[src/sscs_pkg.sv]
// Package: constants and carrier types for the start/stop character shifter
package sscs_pkg;
    localparam int SSCS_STAGES = 9;
    localparam int SSCS_DATA_W = 7;
    localparam int SSCS_BOT = 0;
    localparam int SSCS_TOP = 8;
    localparam int SSCS_CLK_HZ = 100000000;
    localparam int SSCS_BAUD_DEF = 600;
    localparam int SSCS_BIT_CYC_DEF = SSCS_CLK_HZ / SSCS_BAUD_DEF;
    localparam logic [8:0] SSCS_ALL_ONES = 9'h1FF;
    localparam logic [8:0] SSCS_ALL_ZERO = 9'h000;
    localparam logic [6:0] SSCS_CHAR_RST = 7'h00;
    // Data bits in line order: B first, C last; bit 6 = B, bit 0 = C
    typedef struct packed {
        logic [6:0] data;
    } sscs_char_s;
endpackage : sscs_pkg

[src/sscs_shifter.sv]
// Nine-stage start/stop character serializer and deserializer
// Notes on behaviour
// Nine stages: start, B, A, 8, 4, 2, 1, C, stop bottom to top.
// Restore sets every stage to one before a send load.
// Load strobe clears data stages whose intermediate character bit is zero.
// Load strobe clears bottom stage; top stays set as stop bit.
// Each shift pulse moves each stage down from the one above.
// Serial output is bottom stage AND transmit mode.
// While sending, top stage takes zero on each shift pulse.
// All nine stages zero signals end of serialization.
// Receive: all ones first, then top stage samples line each pulse.
// Sender gives low start bit, B A 8 4 2 1 C, high stop.
// Start bit starts bit clock; first pulse clears top stage.
// Bottom zero and top one flags a complete received character.
// Line must stay low half a bit time, else noise.
// Transmit clock runs continuously; receive clock stops on restore. Code stops the transmit clock when the frame empties or mode drops.
// Shift pulse falls midway through each bit time. Code does so in receive only; in transmit it falls at each bit boundary.
// Restore applied after transfer out or after shifting completes.
`timescale 1ns/10ps
module sscs_shifter #(
    parameter int BIT_CYC = sscs_pkg::SSCS_BIT_CYC_DEF
) (
    input wire logic CLK,
    input wire logic RST,
    input wire logic SEND_MODE,
    input wire sscs_pkg::sscs_char_s INTERMEDIATE_CHAR_REG,
    input wire logic TX_LOAD_VALID,
    output logic TX_LOAD_READY,
    output logic SERIAL_OUT,
    output logic TX_DONE,
    input wire logic SERIAL_IN,
    output sscs_pkg::sscs_char_s RX_CHAR,
    output logic RX_VALID,
    input wire logic RX_READY,
    output logic BIT_SHIFT_PULSE
);
    import sscs_pkg::*;

    localparam logic [31:0] HALF_CYC = 32'(BIT_CYC / 2);
    localparam logic [31:0] FULL_CYC = 32'(BIT_CYC - 1);

    typedef enum {ST_IDLE, ST_TX_SHIFT, ST_RX_QUAL, ST_RX_SHIFT, ST_RX_PUSH} sscs_state_e;

    sscs_state_e state_ff;
    logic [8:0] stages_ff;
    logic [31:0] cnt_ff;
    logic [3:0] pulses_ff;
    logic sin_m_ff;
    logic sin_ff;
    logic serial_out_ff;
    logic done_ff;
    logic tx_ready_ff;
    logic shift_ff;
    logic shift;
    logic load;
    logic rx_full;
    logic buf_ready;
    logic buf_push;
    sscs_char_s buf_out;
    logic buf_valid;

    // Line input crosses into CLK through two flops
    always_ff @(posedge CLK) begin
        if (RST) begin
            sin_m_ff <= 1'b1;
            sin_ff <= 1'b1;
        end else begin
            sin_m_ff <= SERIAL_IN;
            sin_ff <= sin_m_ff;
        end
    end

    // Pulse at the counter wrap; receive phase set half a bit after the start edge, transmit phase set by the load
    // First receive pulse lands mid start bit so the start no-bit enters the top
    assign shift = ((state_ff == ST_TX_SHIFT || state_ff == ST_RX_SHIFT) && (cnt_ff == FULL_CYC))
        || (state_ff == ST_RX_QUAL && !sin_ff && !SEND_MODE && cnt_ff == HALF_CYC);
    assign load = (state_ff == ST_IDLE) && SEND_MODE && tx_valid_ok();
    assign rx_full = !stages_ff[SSCS_BOT] && stages_ff[SSCS_TOP];
    assign buf_push = (state_ff == ST_RX_PUSH);

    function automatic logic tx_valid_ok();
        return TX_LOAD_VALID;
    endfunction : tx_valid_ok

    // Bit-time counter; runs only while a frame is active
    always_ff @(posedge CLK) begin
        if (RST || state_ff == ST_IDLE || shift) begin
            cnt_ff <= 32'h0;
        end else if (state_ff == ST_RX_QUAL && cnt_ff == HALF_CYC) begin
            cnt_ff <= 32'h0;
        end else begin
            cnt_ff <= cnt_ff + 32'h1;
        end
    end

    // Sequencing of send and receive frames
    always_ff @(posedge CLK) begin
        if (RST) begin
            state_ff <= ST_IDLE;
            pulses_ff <= 4'h0;
        end else begin
            unique case (state_ff)
                ST_IDLE: begin
                    pulses_ff <= 4'h0;
                    if (load) begin
                        state_ff <= ST_TX_SHIFT;
                    end else if (!SEND_MODE && !sin_ff) begin
                        state_ff <= ST_RX_QUAL;
                    end
                end
                ST_TX_SHIFT: begin
                    // Clock stays running until frame empties or mode drops
                    if (!SEND_MODE || (shift && stages_ff[8:1] == SSCS_ALL_ZERO[8:1])) begin
                        state_ff <= ST_IDLE;
                    end
                end
                ST_RX_QUAL: begin
                    if (sin_ff || SEND_MODE) begin
                        state_ff <= ST_IDLE;
                    end else if (cnt_ff == HALF_CYC) begin
                        state_ff <= ST_RX_SHIFT;
                    end
                end
                ST_RX_SHIFT: begin
                    if (shift) begin
                        pulses_ff <= pulses_ff + 4'h1;
                    end
                    // Eight pulses after the qualifying one put the start bit at the bottom
                    if (shift && pulses_ff == 4'h7) begin
                        state_ff <= ST_RX_PUSH;
                    end
                end
                ST_RX_PUSH: begin
                    // Stall here until buffer takes the word; no word is lost
                    if (buf_ready) begin
                        state_ff <= ST_IDLE;
                    end
                end
            endcase
        end
    end

    // The nine stages
    always_ff @(posedge CLK) begin
        if (RST) begin
            stages_ff <= SSCS_ALL_ONES;
        end else if (state_ff == ST_IDLE && !load) begin
            stages_ff <= SSCS_ALL_ONES;
        end else if (load) begin
            // Restore is implied: clear stage only where char bit absent
            stages_ff[SSCS_BOT] <= 1'b0;
            for (int i = 0; i < SSCS_DATA_W; i++) begin
                stages_ff[1 + i] <= INTERMEDIATE_CHAR_REG.data[SSCS_DATA_W - 1 - i];
            end
            stages_ff[SSCS_TOP] <= 1'b1;
        end else if (shift) begin
            stages_ff[7:0] <= stages_ff[8:1];
            if (state_ff == ST_TX_SHIFT) begin
                stages_ff[SSCS_TOP] <= 1'b0;
            end else begin
                stages_ff[SSCS_TOP] <= sin_ff;
            end
        end
    end

    // Registered outputs
    always_ff @(posedge CLK) begin
        if (RST) begin
            serial_out_ff <= 1'b0;
            done_ff <= 1'b0;
            tx_ready_ff <= 1'b0;
            shift_ff <= 1'b0;
        end else begin
            serial_out_ff <= stages_ff[SSCS_BOT] && SEND_MODE;
            done_ff <= (stages_ff == SSCS_ALL_ZERO);
            tx_ready_ff <= (state_ff == ST_IDLE) && SEND_MODE && !load;
            shift_ff <= shift;
        end
    end

    // Received character taken from the data stages once framed
    sscs_buf2 u_buf (
        .clk(CLK),
        .rst(RST),
        .in_data({stages_ff[1], stages_ff[2], stages_ff[3], stages_ff[4],
                  stages_ff[5], stages_ff[6], stages_ff[7]}),
        .in_valid(buf_push && rx_full),
        .in_ready(buf_ready),
        .out_data(buf_out),
        .out_valid(buf_valid),
        .out_ready(RX_READY)
    );

    // Buffer outputs come from its flops through its read mux and count compare, combined here only by wiring
    assign RX_CHAR = buf_out;
    assign RX_VALID = buf_valid;
    assign SERIAL_OUT = serial_out_ff;
    assign TX_DONE = done_ff;
    assign TX_LOAD_READY = tx_ready_ff;
    assign BIT_SHIFT_PULSE = shift_ff;
endmodule : sscs_shifter

[src/sscs_buf2.sv]
// Two-entry valid/ready buffer for received characters
`timescale 1ns/10ps
module sscs_buf2 (
    input wire logic clk,
    input wire logic rst,
    input wire sscs_pkg::sscs_char_s in_data,
    input wire logic in_valid,
    output logic in_ready,
    output sscs_pkg::sscs_char_s out_data,
    output logic out_valid,
    input wire logic out_ready
);
    import sscs_pkg::*;
    sscs_char_s mem_ff [2];
    logic wr_ff;
    logic rd_ff;
    logic [1:0] cnt_ff;
    logic push;
    logic pop;

    // Handshakes; full refuses a push so the source must hold
    assign push = in_valid && (cnt_ff != 2'h2);
    assign pop = out_valid && out_ready;
    assign in_ready = (cnt_ff != 2'h2);
    assign out_valid = (cnt_ff != 2'h0);
    assign out_data = mem_ff[rd_ff];

    always_ff @(posedge clk) begin
        if (push) begin
            mem_ff[wr_ff] <= in_data;
        end
    end

    always_ff @(posedge clk) begin
        if (rst) begin
            wr_ff <= 1'b0;
            rd_ff <= 1'b0;
            cnt_ff <= 2'h0;
        end else begin
            if (push) begin
                wr_ff <= ~wr_ff;
            end
            if (pop) begin
                rd_ff <= ~rd_ff;
            end
            cnt_ff <= cnt_ff + {1'b0, push} - {1'b0, pop};
        end
    end
endmodule : sscs_buf2

[config.mk]
export PLATFORM = sky130hd
export DESIGN_NAME = sscs_shifter
export DESIGN_NICKNAME = d
export VERILOG_FILES = /design/src/sscs_pkg.sv /design/src/sscs_shifter.sv /design/src/sscs_buf2.sv
export SDC_FILE = /design/constraint.sdc
export NUM_CORES = 1
export LEC_CHECK = 0
export BUFFER_PORTS_ARGS = -buffer_cell sky130_fd_sc_hd__buf_4
export CORE_AREA = 2 2 85 87
export CTS_CLUSTER_DIAMETER = 120
export DETAILED_ROUTE_END_ITERATION = 6
export DIE_AREA = 0 0 87 89
export PLACE_DENSITY = 0.65
export SYNTH_ARGS = -nofsm -noshare
export SYNTH_HDL_FRONTEND = slang
export SYNTH_HIERARCHICAL = 1
export SYNTH_SLANG_ARGS = --single-unit
export TNS_END_PERCENT = 10
[constraint.sdc]
create_clock -name CLK -period 5.8 [get_ports CLK]
set_clock_uncertainty 0.05 [all_clocks]
set_input_delay 0.87 -clock CLK [delete_from_list [all_inputs] [get_ports CLK]]
set_output_delay 0.87 -clock CLK [all_outputs]
set_load 0.02 [all_outputs]
### Word level (Yosys, flattened, before mapping)

Memories as Yosys holds them, arrays and structs flattened. A register that Yosys moved wholly into a read port is not among the register bits.
Cells that the tools add are included.

| storage, ports and cells | value |
|---|---|
| register bits | 87 |
| bits in latches | 0 |
| memory bits (writable) | 14 |
| memory bits (read-only) | 0 |
| input bits | 13 |
| word-level logic and storage cells | 95 |
| memories | 1 |

Memories:

| memory | words | width | read ports | clocked after memory_dff | write ports | line | source |
|---|---|---|---|---|---|---|---|
| u_buf.mem_ff | 2 | 7 | 1 | 1 | 1 | sscs_buf2.sv:14 | `sscs_char_s mem_ff [2];` |

| operators by class | value |
|---|---|
| add/sub/neg operators | 4 |
| $mul | 0 |
| div/mod/pow operators | 0 |
| $lt $le $gt $ge | 0 |
| equal/unequal tests | 18 |
| shifts and indexed selects | 0 |
| mux-type cells | 17 |
| bitwise logic cells | 2 |
| reduce and logical (&&, ||, !) cells | 39 |

Operator list:

| operator | number |
|---|---|
| 2-to-1 mux 32 bit | 7 |
| one-hot mux 32 bit (5 select lines) | 1 |
| == test 32 x 2 -> 1 bit, second input constant | 3 |
| == test 32 x 3 -> 1 bit, second input constant | 3 |
| zero test 32 bit | 2 |
| adder 32 x 1 -> 32 bit, second input constant | 1 |
| == test 32 x 1 -> 1 bit, second input constant | 1 |
| == test 32 x 17 -> 1 bit, second input constant | 1 |
| == test 32 x 18 -> 1 bit, second input constant | 1 |
| == test 32 x 4 -> 1 bit, second input constant | 1 |
| logical AND 1 bit | 17 |
| 2-to-1 mux 8 bit | 2 |
| != test 2 bit, second input constant | 5 |
| zero test 9 bit | 1 |
| zero test 8 bit | 1 |
| one-hot mux 4 bit (2 select lines) | 1 |
| logical OR 1 bit | 6 |
| != test 3 bit, second input constant | 2 |
| nonzero test 2 bit | 3 |
| 2-to-1 mux 1 bit | 5 |
| AND reduction 5 bit | 1 |
| adder 4 x 1 -> 4 bit, second input constant | 1 |
| == test 4 x 3 -> 1 bit, second input constant | 1 |
| zero test 1 bit | 4 |
| 7 further kinds | 9 |

### Depth between registers and ports, before layout

Gate-level depths: netlist of the first run.

| logic depth | value |
|---|---|
| word-level depth | 9 |
| mapped depth | 10 |
| mapped depth without buffers | 10 |

### Hierarchy

Netlist of the first run, hierarchy kept.

By module, submodules not included:

| module | times used | cells each | area an instance (µm²) | sequential area each (µm²) |
|---|---|---|---|---|
| sscs_shifter | 1 | 293 | 2,555.0 | 1,081.0 |
| sscs_buf2 | 1 | 46 | 742.0 | 520.5 |

### Least setup slack after synthesis of the first run

OpenSTA, ideal clock, no wires.

| path | value |
|---|---|
| path type | input -> register |
| from | input SEND_MODE |
| to | register pulses_ff[3] |
| library setup time | 0.070 ns |
| data arrival time | 2.182 ns |
| data required time | 5.680 ns |
| slack | 3.499 ns |
| stages | 7 |
| path buffers | 1 |
| path through | clkbuf_1 nor2_1 nand3_1 o22ai_4 nand3_4 or3_1 a21oi_1 |

| on the way | value |
|---|---|
| longest elaborated chain between the ends | 6 |

Ends and longest elaborated chain:

| item | line | source |
|---|---|---|
| from (decl) | sscs_shifter.sv:25 | `input wire logic SEND_MODE,` |
| zero test 1 bit | sscs_shifter.sv:76 | `\|\| (state_ff == ST_RX_QUAL && !sin_ff && !SEND_MODE && cnt_ff == HALF_CYC);` |
| logical AND 1 bit (2 in series) | sscs_shifter.sv:76 |  |
| logical OR 1 bit | sscs_shifter.sv:76 |  |
| != test 2 bit (no source line) | - |  |
| AND reduction 2 bit (no source line) | - |  |
| to (signal assigned) | sscs_shifter.sv:126 | `pulses_ff <= pulses_ff + 4'h1;` |
| to (decl) | sscs_shifter.sv:47 | `logic [3:0] pulses_ff;` |

No other way between the ends.
A chain may end at the register's enable or synchronous reset.

==> impl_metrics.toml, run 1 <==
[clock_network]
cts_resized = 0
cts_made_buffers = 9
clk_pin_slew_ns = 0.08
h-tree-depth = 3
clock-root-buffer = "clkbuf_8"
cts-hold-fix-buffers = 0
clk_latency_ns = 0.35
cts_tree = "yes"
cts.sinks = 73
cts_max_path_buffers = 2
postCtsSetupRepairBufs = 0

[grt]
grt_util_all_layers = 0.172
grt_pass1_vias = 2217
grt.met2_usage = 0.287
grt_pass1_wl_um = 10200
gr-max-usage-layer = "met2"
globalRouteMet3Util = 0.0416
antenna_found_initial = 0
grt_overflow = 0
globalRouteMet1Util = 0.208
grt_start_max_net_pins = 33

[pwr]
ir_worst_vdd_v = 0.000156
cellPowerDensity_nw_per_um2 = 284
leakage_nw = 1.34
power_mw = 1.05

[detailed_routing]
initialDrtViolationCount = 81
finalWirelength_um = 6220
route.detailed.drc = 0
vias = 2468
vias_per_cell = 5.52
wire_per_inst_um = 13.9
postRouteAntennaNets = 0
first_pass_iters = 4

[synth]
synth_edf_count = 14
syn_inst = 339
postSynthAreaPerCell_um2 = 9.73
ys_types = 55
ys.flop_type = "dfxtp_1"
synth_area_um2 = 3300
yosysSeqAreaShare = 0.486
yosysWarnings = 6
synth_nets = 357
netlist_top_cells_count = "59 x dfxtp_1, 55 x nor2_1, 24 x xor2_1"
yosysMostFrequentCell = "dfxtp_1"
ys_ff_latch = 73
async_flop_share = 0
synth_top_cells_by_area = "dfxtp_1 36%, edfxtp_1 13%, xor2_1 6.4%, nor2_1 6.3%, xnor2_1 2.9%"
synth_top_area_share = 0.358
synth_top_area_cell = "dfxtp_1"

[worst_setup_path]
timing.rr.start = "cnt_ff[26]"
end_kind = "flip-flop"
startpoint = "cnt_ff[26]"
critPathLaunchType = "flip-flop"
arrival_ns = 2.68
crit_path_end = "cnt_ff[19]"
cp_cell_sequence = "or3_1 -> or3_1 -> o21ai_0 -> a211o_1 -> nor2_1"
cpMostUsedCell = "or3_1"
worstPathRequired_ns = 5.96
r2r_cells = 5
crit_type = "flip-flop to flip-flop"
cp_max_fo = 32
slowest_delay_ns = 0.79
crit_slowest_cell = "a211o_1"
regToRegSetupSlack_ns = 3.28
r2r_end = "cnt_ff[19]"

[sta]
fmax_ghz = 0.396
maxSlewHeadroom = 0.358
hold_viol = 0
timing.setup.tns_ns = 0
grt_setup_unrepaired = "no"
worst_slack_ns = 3.28
maxSlewViolCount = 0
tightestPinTransition_ns = 0.964
setup_viol = 0
fin_crit_sh = 0.435
period_minus_slack_ns = 2.52

[floorplan]
coreArea_um2 = 6720
dieWidth_um = 87
start_util = 0.491
die_y_um = 89
rows = 30
io_pins = 25
dieArea_um2 = 7740

[place]
io_buffers = 24
place_inst = 431
place.gp.congestion = 0.801
place_area_um2 = 3510
place_worst_setup_slack_ns = 3.23
hpwl_um = 4380

[finish]
syn2layout_area_growth_pct = 12.2
fin_cells = 447
drive_gt1_frac = 0.172
fin_nets = 380
fin_area_um2 = 3700
diodes = 0

[status]
status = "finished clean"

[job]
cap_violations = 0

[hold_path]
hold_path.class = "flip-flop to flip-flop"
worstHoldPathCells = 1
-- per-layer routing --
layer / vias up / share of wire
li1: 1246 / -
met1: 1159 / 0.47
met2: 51 / 0.47
met3: 12 / 0.033
met4: 0 / 0.022
met5: - / 0
-- state kept, by name (all words and copies together) (netlist names), named ones only --
signal           count
u_buf/mem_ff        14
sin_ff               1
TX_LOAD_READY        1
u_buf/rd_ff          1
TX_DONE              1
pulses_ff            4
SERIAL_OUT           1
BIT_SHIFT_PULSE      1
cnt_ff              32
u_buf/wr_ff          1
state_ff             3
stages_ff            9
u_buf/cnt_ff         2
sin_m_ff             1
-- layout make-up --
cell class	count	area [um^2]
fillers	623	3020
multi-input cells	251	1620
flip-flops and latches	73	1600
repair buffers	24	180
clock buffers	9	124
well taps	80	100
clock inverters	7	61.3
inverters	3	11.3
-- per-stage QoR --
stage	hold WS (ns)	utilization
after floorplan	0.339	-
after global placement	0.342	0.523
after detailed placement	0.344	0.523
after CTS	0.358	0.551
after global routing	0.373	0.551
final	0.353	0.551
-- power by group --
group          leakage (nW)  switching, mW  internal (mW)
clock network        0.0888          0.213          0.163
logic                 0.649         0.0654         0.0616
registers             0.599         0.0180          0.530
total                  1.34          0.296          0.755
-- worst max-delay path, delay by kind of cell (launching register included) --
kind             cells  cell delay [ns]
AO/OA/AOI/OAI        2             0.97
flip-flops           1             0.35
AND/OR/NAND/NOR      3             1.00
-- placed cells by master, fill, tap and decap left out, types with 2 or more instances in the layout --
cell type / count
nor2_1: 55
a31o_2: 5
inv_6: 3
and2_1: 3
clkinvlp_4: 2
nor4_2: 2
or2_2: 3
nor3b_1: 2
nor2b_1: 7
xor2_1: 24
inv_1: 2
nor3_1: 5
xnor2_1: 11
dfxtp_1: 59
clkbuf_8: 9
a221oi_1: 2
and4_1: 7
nand3_1: 19
mux2_1: 7
and3_1: 4
nand4_1: 12
o21ai_0: 10
nand2_1: 21
nand3b_1: 2
edfxtp_1: 14
nor4_1: 6
buf_4: 24
or3_1: 3
a21oi_1: 10
ha_1: 5
nor4b_1: 3
-- logic make-up after synthesis --
| group | synth area share |
|---|---|
| flip-flops | 0.486 |
| AND/OR/NAND/NOR | 0.274 |
| buffers and inverters | 0.0224 |
| multiplexers | 0.0285 |
| adder cells (fa/ha/maj) | 0.0190 |
| XOR/XNOR | 0.0930 |
| AO/OA/AOI/OAI | 0.0770 |
-- worst min path at each step --
stage,start,end,slack (ns)
6_report,sin_m_ff,sin_ff,0.35
5_1_grt,sin_m_ff,sin_ff,0.37
4_1_cts,sin_m_ff,sin_ff,0.36
3_5_place_dp,sin_m_ff,sin_ff,0.34
3_3_place_gp,sin_m_ff,sin_ff,0.34
2_1_floorplan,sin_m_ff,sin_ff,0.34
(Power assumes the default switching activity.)
==> run 2: changes to the inputs <==
PLACE_DENSITY = 0.68   (was 0.65)
clock period = 2.1 ns   (was 5.8 ns; I/O delays follow)
==> run 2 against run 1 <==
Net effect:
- die area did not move
- critical path type unchanged
- via count rose by 3.0%
- setup slack got worse by 3.2 ns
- register-to-register slack got worse by 3.2 ns
- combinational power rose to 3.0 times the previous value
- worst hold slack got worse by 0.24 ns
- sequential power rose to 2.8 times the previous value
- core utilization rose by 3.2 points
- power rose to 2.8 times the previous value
==> impl_metrics.toml, run 2 (synthesized netlist as in run 1, its figures left out) <==
[status]
status = "finished clean"

[finish]
largest_register_ffs = 32
diodes = 0
top_register = "cnt_ff"
fin_area_um2 = 3920
fin_cells = 464
top_regs = "cnt_ff x32, u_buf/mem_ff x14, stages_ff x9"
mostFrequentLayoutCells = "57 x dfxtp_1, 54 x nor2_1, 38 x buf_4, 24 x xor2_1, 20 x nand2_1"
fin_nets = 397
fill_cells = 603
drive_gt1_frac = 0.240
syn2layout_area_growth_pct = 18.8
final_common_cell = "dfxtp_1"
fin_util = 0.583

[sta]
period_minus_slack_ns = 2.00
maxSlewViolCount = 0
fmax_ghz = 0.499
maxSlewHeadroom = 0.673
setup_viol = 0
timing.setup.tns_ns = 0
fin_crit_sh = 0.954
worst_slack_ns = 0.0958
hold_viol = 0
tightestPinTransition_ns = 0.486

[worst_setup_path]
worstPathRequired_ns = 2.30
path_delay_family = "simple AND/OR/NAND/NOR gates"
timing.rr.start = "cnt_ff[1]"
slowest_delay_ns = 0.38
startpoint = "cnt_ff[1]"
crit_type = "flip-flop to flip-flop"
cp_cell_sequence = "inv_1 -> ha_1 -> nor4b_2 -> nand3_1 -> o22ai_4 -> buf_4 -> and2_2 -> a221oi_1 -> nand2_1"
worst-path-buf-inv = 2
arrival_ns = 2.21
crit_slowest_cell = "dfxtp_1"
end_kind = "flip-flop"
cp_max_fo = 6
critPathLaunchType = "flip-flop"

[grt]
grt_overflow = 0
grt_pass1_vias = 2449
grt_start_max_net_pins = 33
grt_util_all_layers = 0.182
grt_pass1_wl_um = 10800
antenna_found_initial = 0

[detailed_routing]
initialDrtViolationCount = 87
wire_per_inst_um = 14.0
postRouteAntennaNets = 0
vias = 2543
route.detailed.drc = 0
first_pass_iters = 4
vias_per_cell = 5.48
finalWirelength_um = 6490

[clock_network]
clock-root-buffer = "clkbuf_8"
h-tree-depth = 3
cts_made_buffers = 9
cts-hold-fix-buffers = 0
cts.sinks = 73
clk_pin_slew_ns = 0.08
cts_max_path_buffers = 2
clk_latency_ns = 0.36
cts_tree = "yes"

[hold_path]
hold_path.class = "input port to flip-flop"
min_from = "TX_LOAD_VALID"

[job]
cap_violations = 0

[place]
place_inst = 445
place.gp.congestion = 0.820
hpwl_um = 4550
io_buffers = 24
place_worst_setup_slack_ns = 0.0452
place_area_um2 = 3630

[pwr]
swShare = 0.279
combPwrFrac = 0.132
ir_worst_vdd_v = 0.000581
leakage_nw = 1.47
cellPowerDensity_nw_per_um2 = 746
p_int_mw = 2.11
power_frac_seq = 0.517
p_switching_uw = 816
power_frac_clock = 0.351

[floorplan]
dieArea_um2 = 7740
dieWidth_um = 87
io_pins = 25
coreArea_um2 = 6720
start_util = 0.491
die_y_um = 89
rows = 30
## run 2: cell count changes in the layout (fill, tap and decap cells not counted), moves of 2 or more
cell     before  now
buf_4        24   38
dfxtp_1      59   57
dfxtp_2       0    2
inv_6         3    5
nor4_1        6    4
nor4b_1       3    1
nor4b_2       0    2
## run 2: worst reg2reg max path, delay by kind of cell (launching register included)
family	cells	cell delay, ns
buffers and inverters	2	0.23
DFF	1	0.38
AOI/OAI and AO/OA	2	0.43
and+or+nand+nor	4	0.61
adders and majority gates	1	0.20
## run 2: timing repair
action / 4_1_cts / 5_1_grt
hold endpoints to repair: 0 / 0
endpoints found under the setup margin: 0 / 41
buffers inserted: 0 / 1
gates resized for setup: 0 / 14
## run 2: path summary, 6_finish.rpt
path                   endpoint  slack [ns]  cells after the start
hold reg to reg          sin_ff        0.36                      1
setup / recovery   stages_ff[4]         0.1                      9
hold / removal    TX_LOAD_READY        0.11                      2
setup reg to reg   stages_ff[4]         0.1                      9
## run 2: metrics by stage
stage	hold slack [ns]	power [mW]
after global placement	0.342	1.91
after global routing	0.0795	3.06
after detailed placement	0.344	1.92
final	0.109	2.92
after CTS	0.0898	2.95
after floorplan	0.337	1.79
## run 2: area by class of cell
class / instances / area [um^2] / share of cell area
Tap cell: 80 / 100 / 0.0256
Sequential cell: 73 / 1600 / 0.409
Clock inverter: 7 / 58.8 / 0.0150
Inverter: 3 / 11.3 / 0.00287
Multi-Input combinational cell: 251 / 1680 / 0.428
Timing Repair Buffer: 41 / 342 / 0.0872
Clock buffer: 9 / 124 / 0.0316
## run 2: power by group through the flow
stage | clock network, mW | logic [mW] | registers, mW
floorplan | 0 | 0.263 | 1.52
global placement | 0 | 0.365 | 1.54
detailed placement | 0 | 0.373 | 1.55
CTS | 1.06 | 0.374 | 1.51
global route | 1.12 | 0.422 | 1.52
finish | 1.03 | 0.387 | 1.51
## run 2: per-layer routing
metal  share of wire  global-route usage  up-vias
li1                -                   -     1280
met1            0.44               0.207     1209
met2            0.50               0.309       45
met3           0.042              0.0711        9
met4           0.018              0.0724        0
met5               0                   0        -
==> run 3: changes to the inputs <==
CORE_AREA = 3 3 86 88   (was 2 2 85 87)
DIE_AREA = 0 0 89 91   (was 0 0 87 89)
==> run 3 against run 2 <==
Net effect:
- core utilization is 0.26 points lower
- critical path depth decreased by 3
- global-route usage shrank 1.9 points
- cell area down 0.45%
- count of clock-buffer cells in the layout unchanged
- clock power hardly changed
- combinational power barely moved
- non-clock buffer count rose by 1
- register-to-register slack got worse by 0.03 ns
- sequential share of layout area increased by 0.15 points
- largest cell class unchanged
==> impl_metrics.toml, run 3 (synthesized netlist as in run 1, its figures left out) <==
[grt]
grt_pass1_vias = 2395
grt_overflow = 0
grt_util_all_layers = 0.163
grt_pass1_wl_um = 10500
grt_start_max_net_pins = 27
antenna_found_initial = 0

[detailed_routing]
finalWirelength_um = 6510
vias_per_cell = 5.44
postRouteAntennaNets = 0
initialDrtViolationCount = 73
vias = 2531
wire_per_inst_um = 14.0
route.detailed.drc = 0
first_pass_iters = 4

[sta]
setup_viol = 0
period_minus_slack_ns = 2.03
fmax_ghz = 0.492
fin_crit_sh = 0.967
holdWs_ns = 0.109
timing.setup.tns_ns = 0
tightestPinTransition_ns = 0.499
hold_viol = 0
maxSlewHeadroom = 0.665
worst_slack_ns = 0.0689
grt_setup_unrepaired = "yes"
maxSlewViolCount = 0

[finish]
diodes = 0
mostFrequentLayoutCells = "58 x dfxtp_1, 54 x nor2_1, 39 x buf_4, 24 x xor2_1, 21 x nand2_1"
top_register = "cnt_ff"
largest_register_ffs = 32
final_common_cell = "dfxtp_1"
top_regs = "cnt_ff x32, u_buf/mem_ff x14, stages_ff x9"
fin_area_um2 = 3900
drive_gt1_frac = 0.231
syn2layout_area_growth_pct = 18.3
fin_nets = 398

[worst_setup_path]
cp_cell_sequence = "nand4_1 -> nor4_2 -> and4_1 -> nand4_1 -> xor2_1 -> nor2_1"
worstPathRequired_ns = 2.29
slowest_delay_ns = 0.51
arrival_ns = 2.22
crit_slowest_cell = "nor4_2"
crit_type = "flip-flop to flip-flop"
path_delay_family = "simple AND/OR/NAND/NOR gates"
worst-path-buf-inv = 0
cp_max_fo = 6
end_kind = "flip-flop"
critPathLaunchType = "flip-flop"
cpMostUsedCell = "nand4_1"

[clock_network]
cts_tree = "yes"
clk_pin_slew_ns = 0.08
cts-hold-fix-buffers = 0
cts_made_buffers = 9
cts.sinks = 73
clock-root-buffer = "clkbuf_8"
h-tree-depth = 3
cts_max_path_buffers = 2
clk_latency_ns = 0.34

[place]
place_worst_setup_slack_ns = 0.0554
hpwl_um = 4590
place.gp.congestion = 0.780
place_area_um2 = 3640
io_buffers = 24

[floorplan]
io_pins = 25
dieWidth_um = 89
start_util = 0.491
dieArea_um2 = 8100
die_y_um = 91
rows = 30
coreArea_um2 = 6720

[pwr]
ir_worst_vdd_v = 0.000502
leakage_nw = 1.44
power_mw = 2.91
cellPowerDensity_nw_per_um2 = 747

[job]
cap_violations = 0

[hold_path]
hold_path.class = "input port to flip-flop"

[status]
status = "finished clean"
-- run 3: layout make-up --
cell class	instances	area, um^2
fill	579	2820
multi-input combinational	251	1650
sequential	73	1600
timing repair buffer	42	349
clock buffer	9	124
tap	80	100
clock inverter	7	60.1
inverter	3	11.3
-- run 3: worst register-to-register path, delay by kind of cell (launching register included) --
family | cells | cell delay (ns)
simple gates | 5 | 1.24
flops | 1 | 0.47
xor+xnor | 1 | 0.16
-- run 3: path summary, 6_finish.rpt --
kind | from | end | slack, ns | depth (start not counted)
worst min-delay path | SERIAL_IN | sin_m_ff | 0.11 | 2
worst max-delay path | cnt_ff[7] | cnt_ff[28] | 0.07 | 6
worst min register to register | sin_m_ff | sin_ff | 0.37 | 1
worst max register to register | cnt_ff[7] | cnt_ff[28] | 0.07 | 6
-- run 3: power breakdown --
part | internal, mW | switching, mW
Clock | 0.449 | 0.566
Sequential | 1.46 | 0.0471
Combinational | 0.195 | 0.192
Total | 2.11 | 0.805
-- run 3: timing repair --
action / CTS / global route
endpoints found under the setup margin: 0 / 45
gates resized for setup: 0 / 8
buffers inserted: 0 / 1
-- run 3: stage by stage --
step                utilization  cells
global route              0.580    465
global placement          0.542    446
detailed placement        0.542    446
CTS                       0.569    462
finish                    0.580    465
floorplan                     -    339
-- run 3: per-layer routing --
| metal | part of all wire | vias to the layer above | global-route usage |
|---|---|---|---|
| met5 | 0 | - | 0 |
| met2 | 0.50 | 51 | 0.264 |
| met3 | 0.035 | 8 | 0.0481 |
| met1 | 0.46 | 1188 | 0.206 |
| li1 | - | 1284 | - |
| met4 | 0.011 | 0 | 0.0533 |
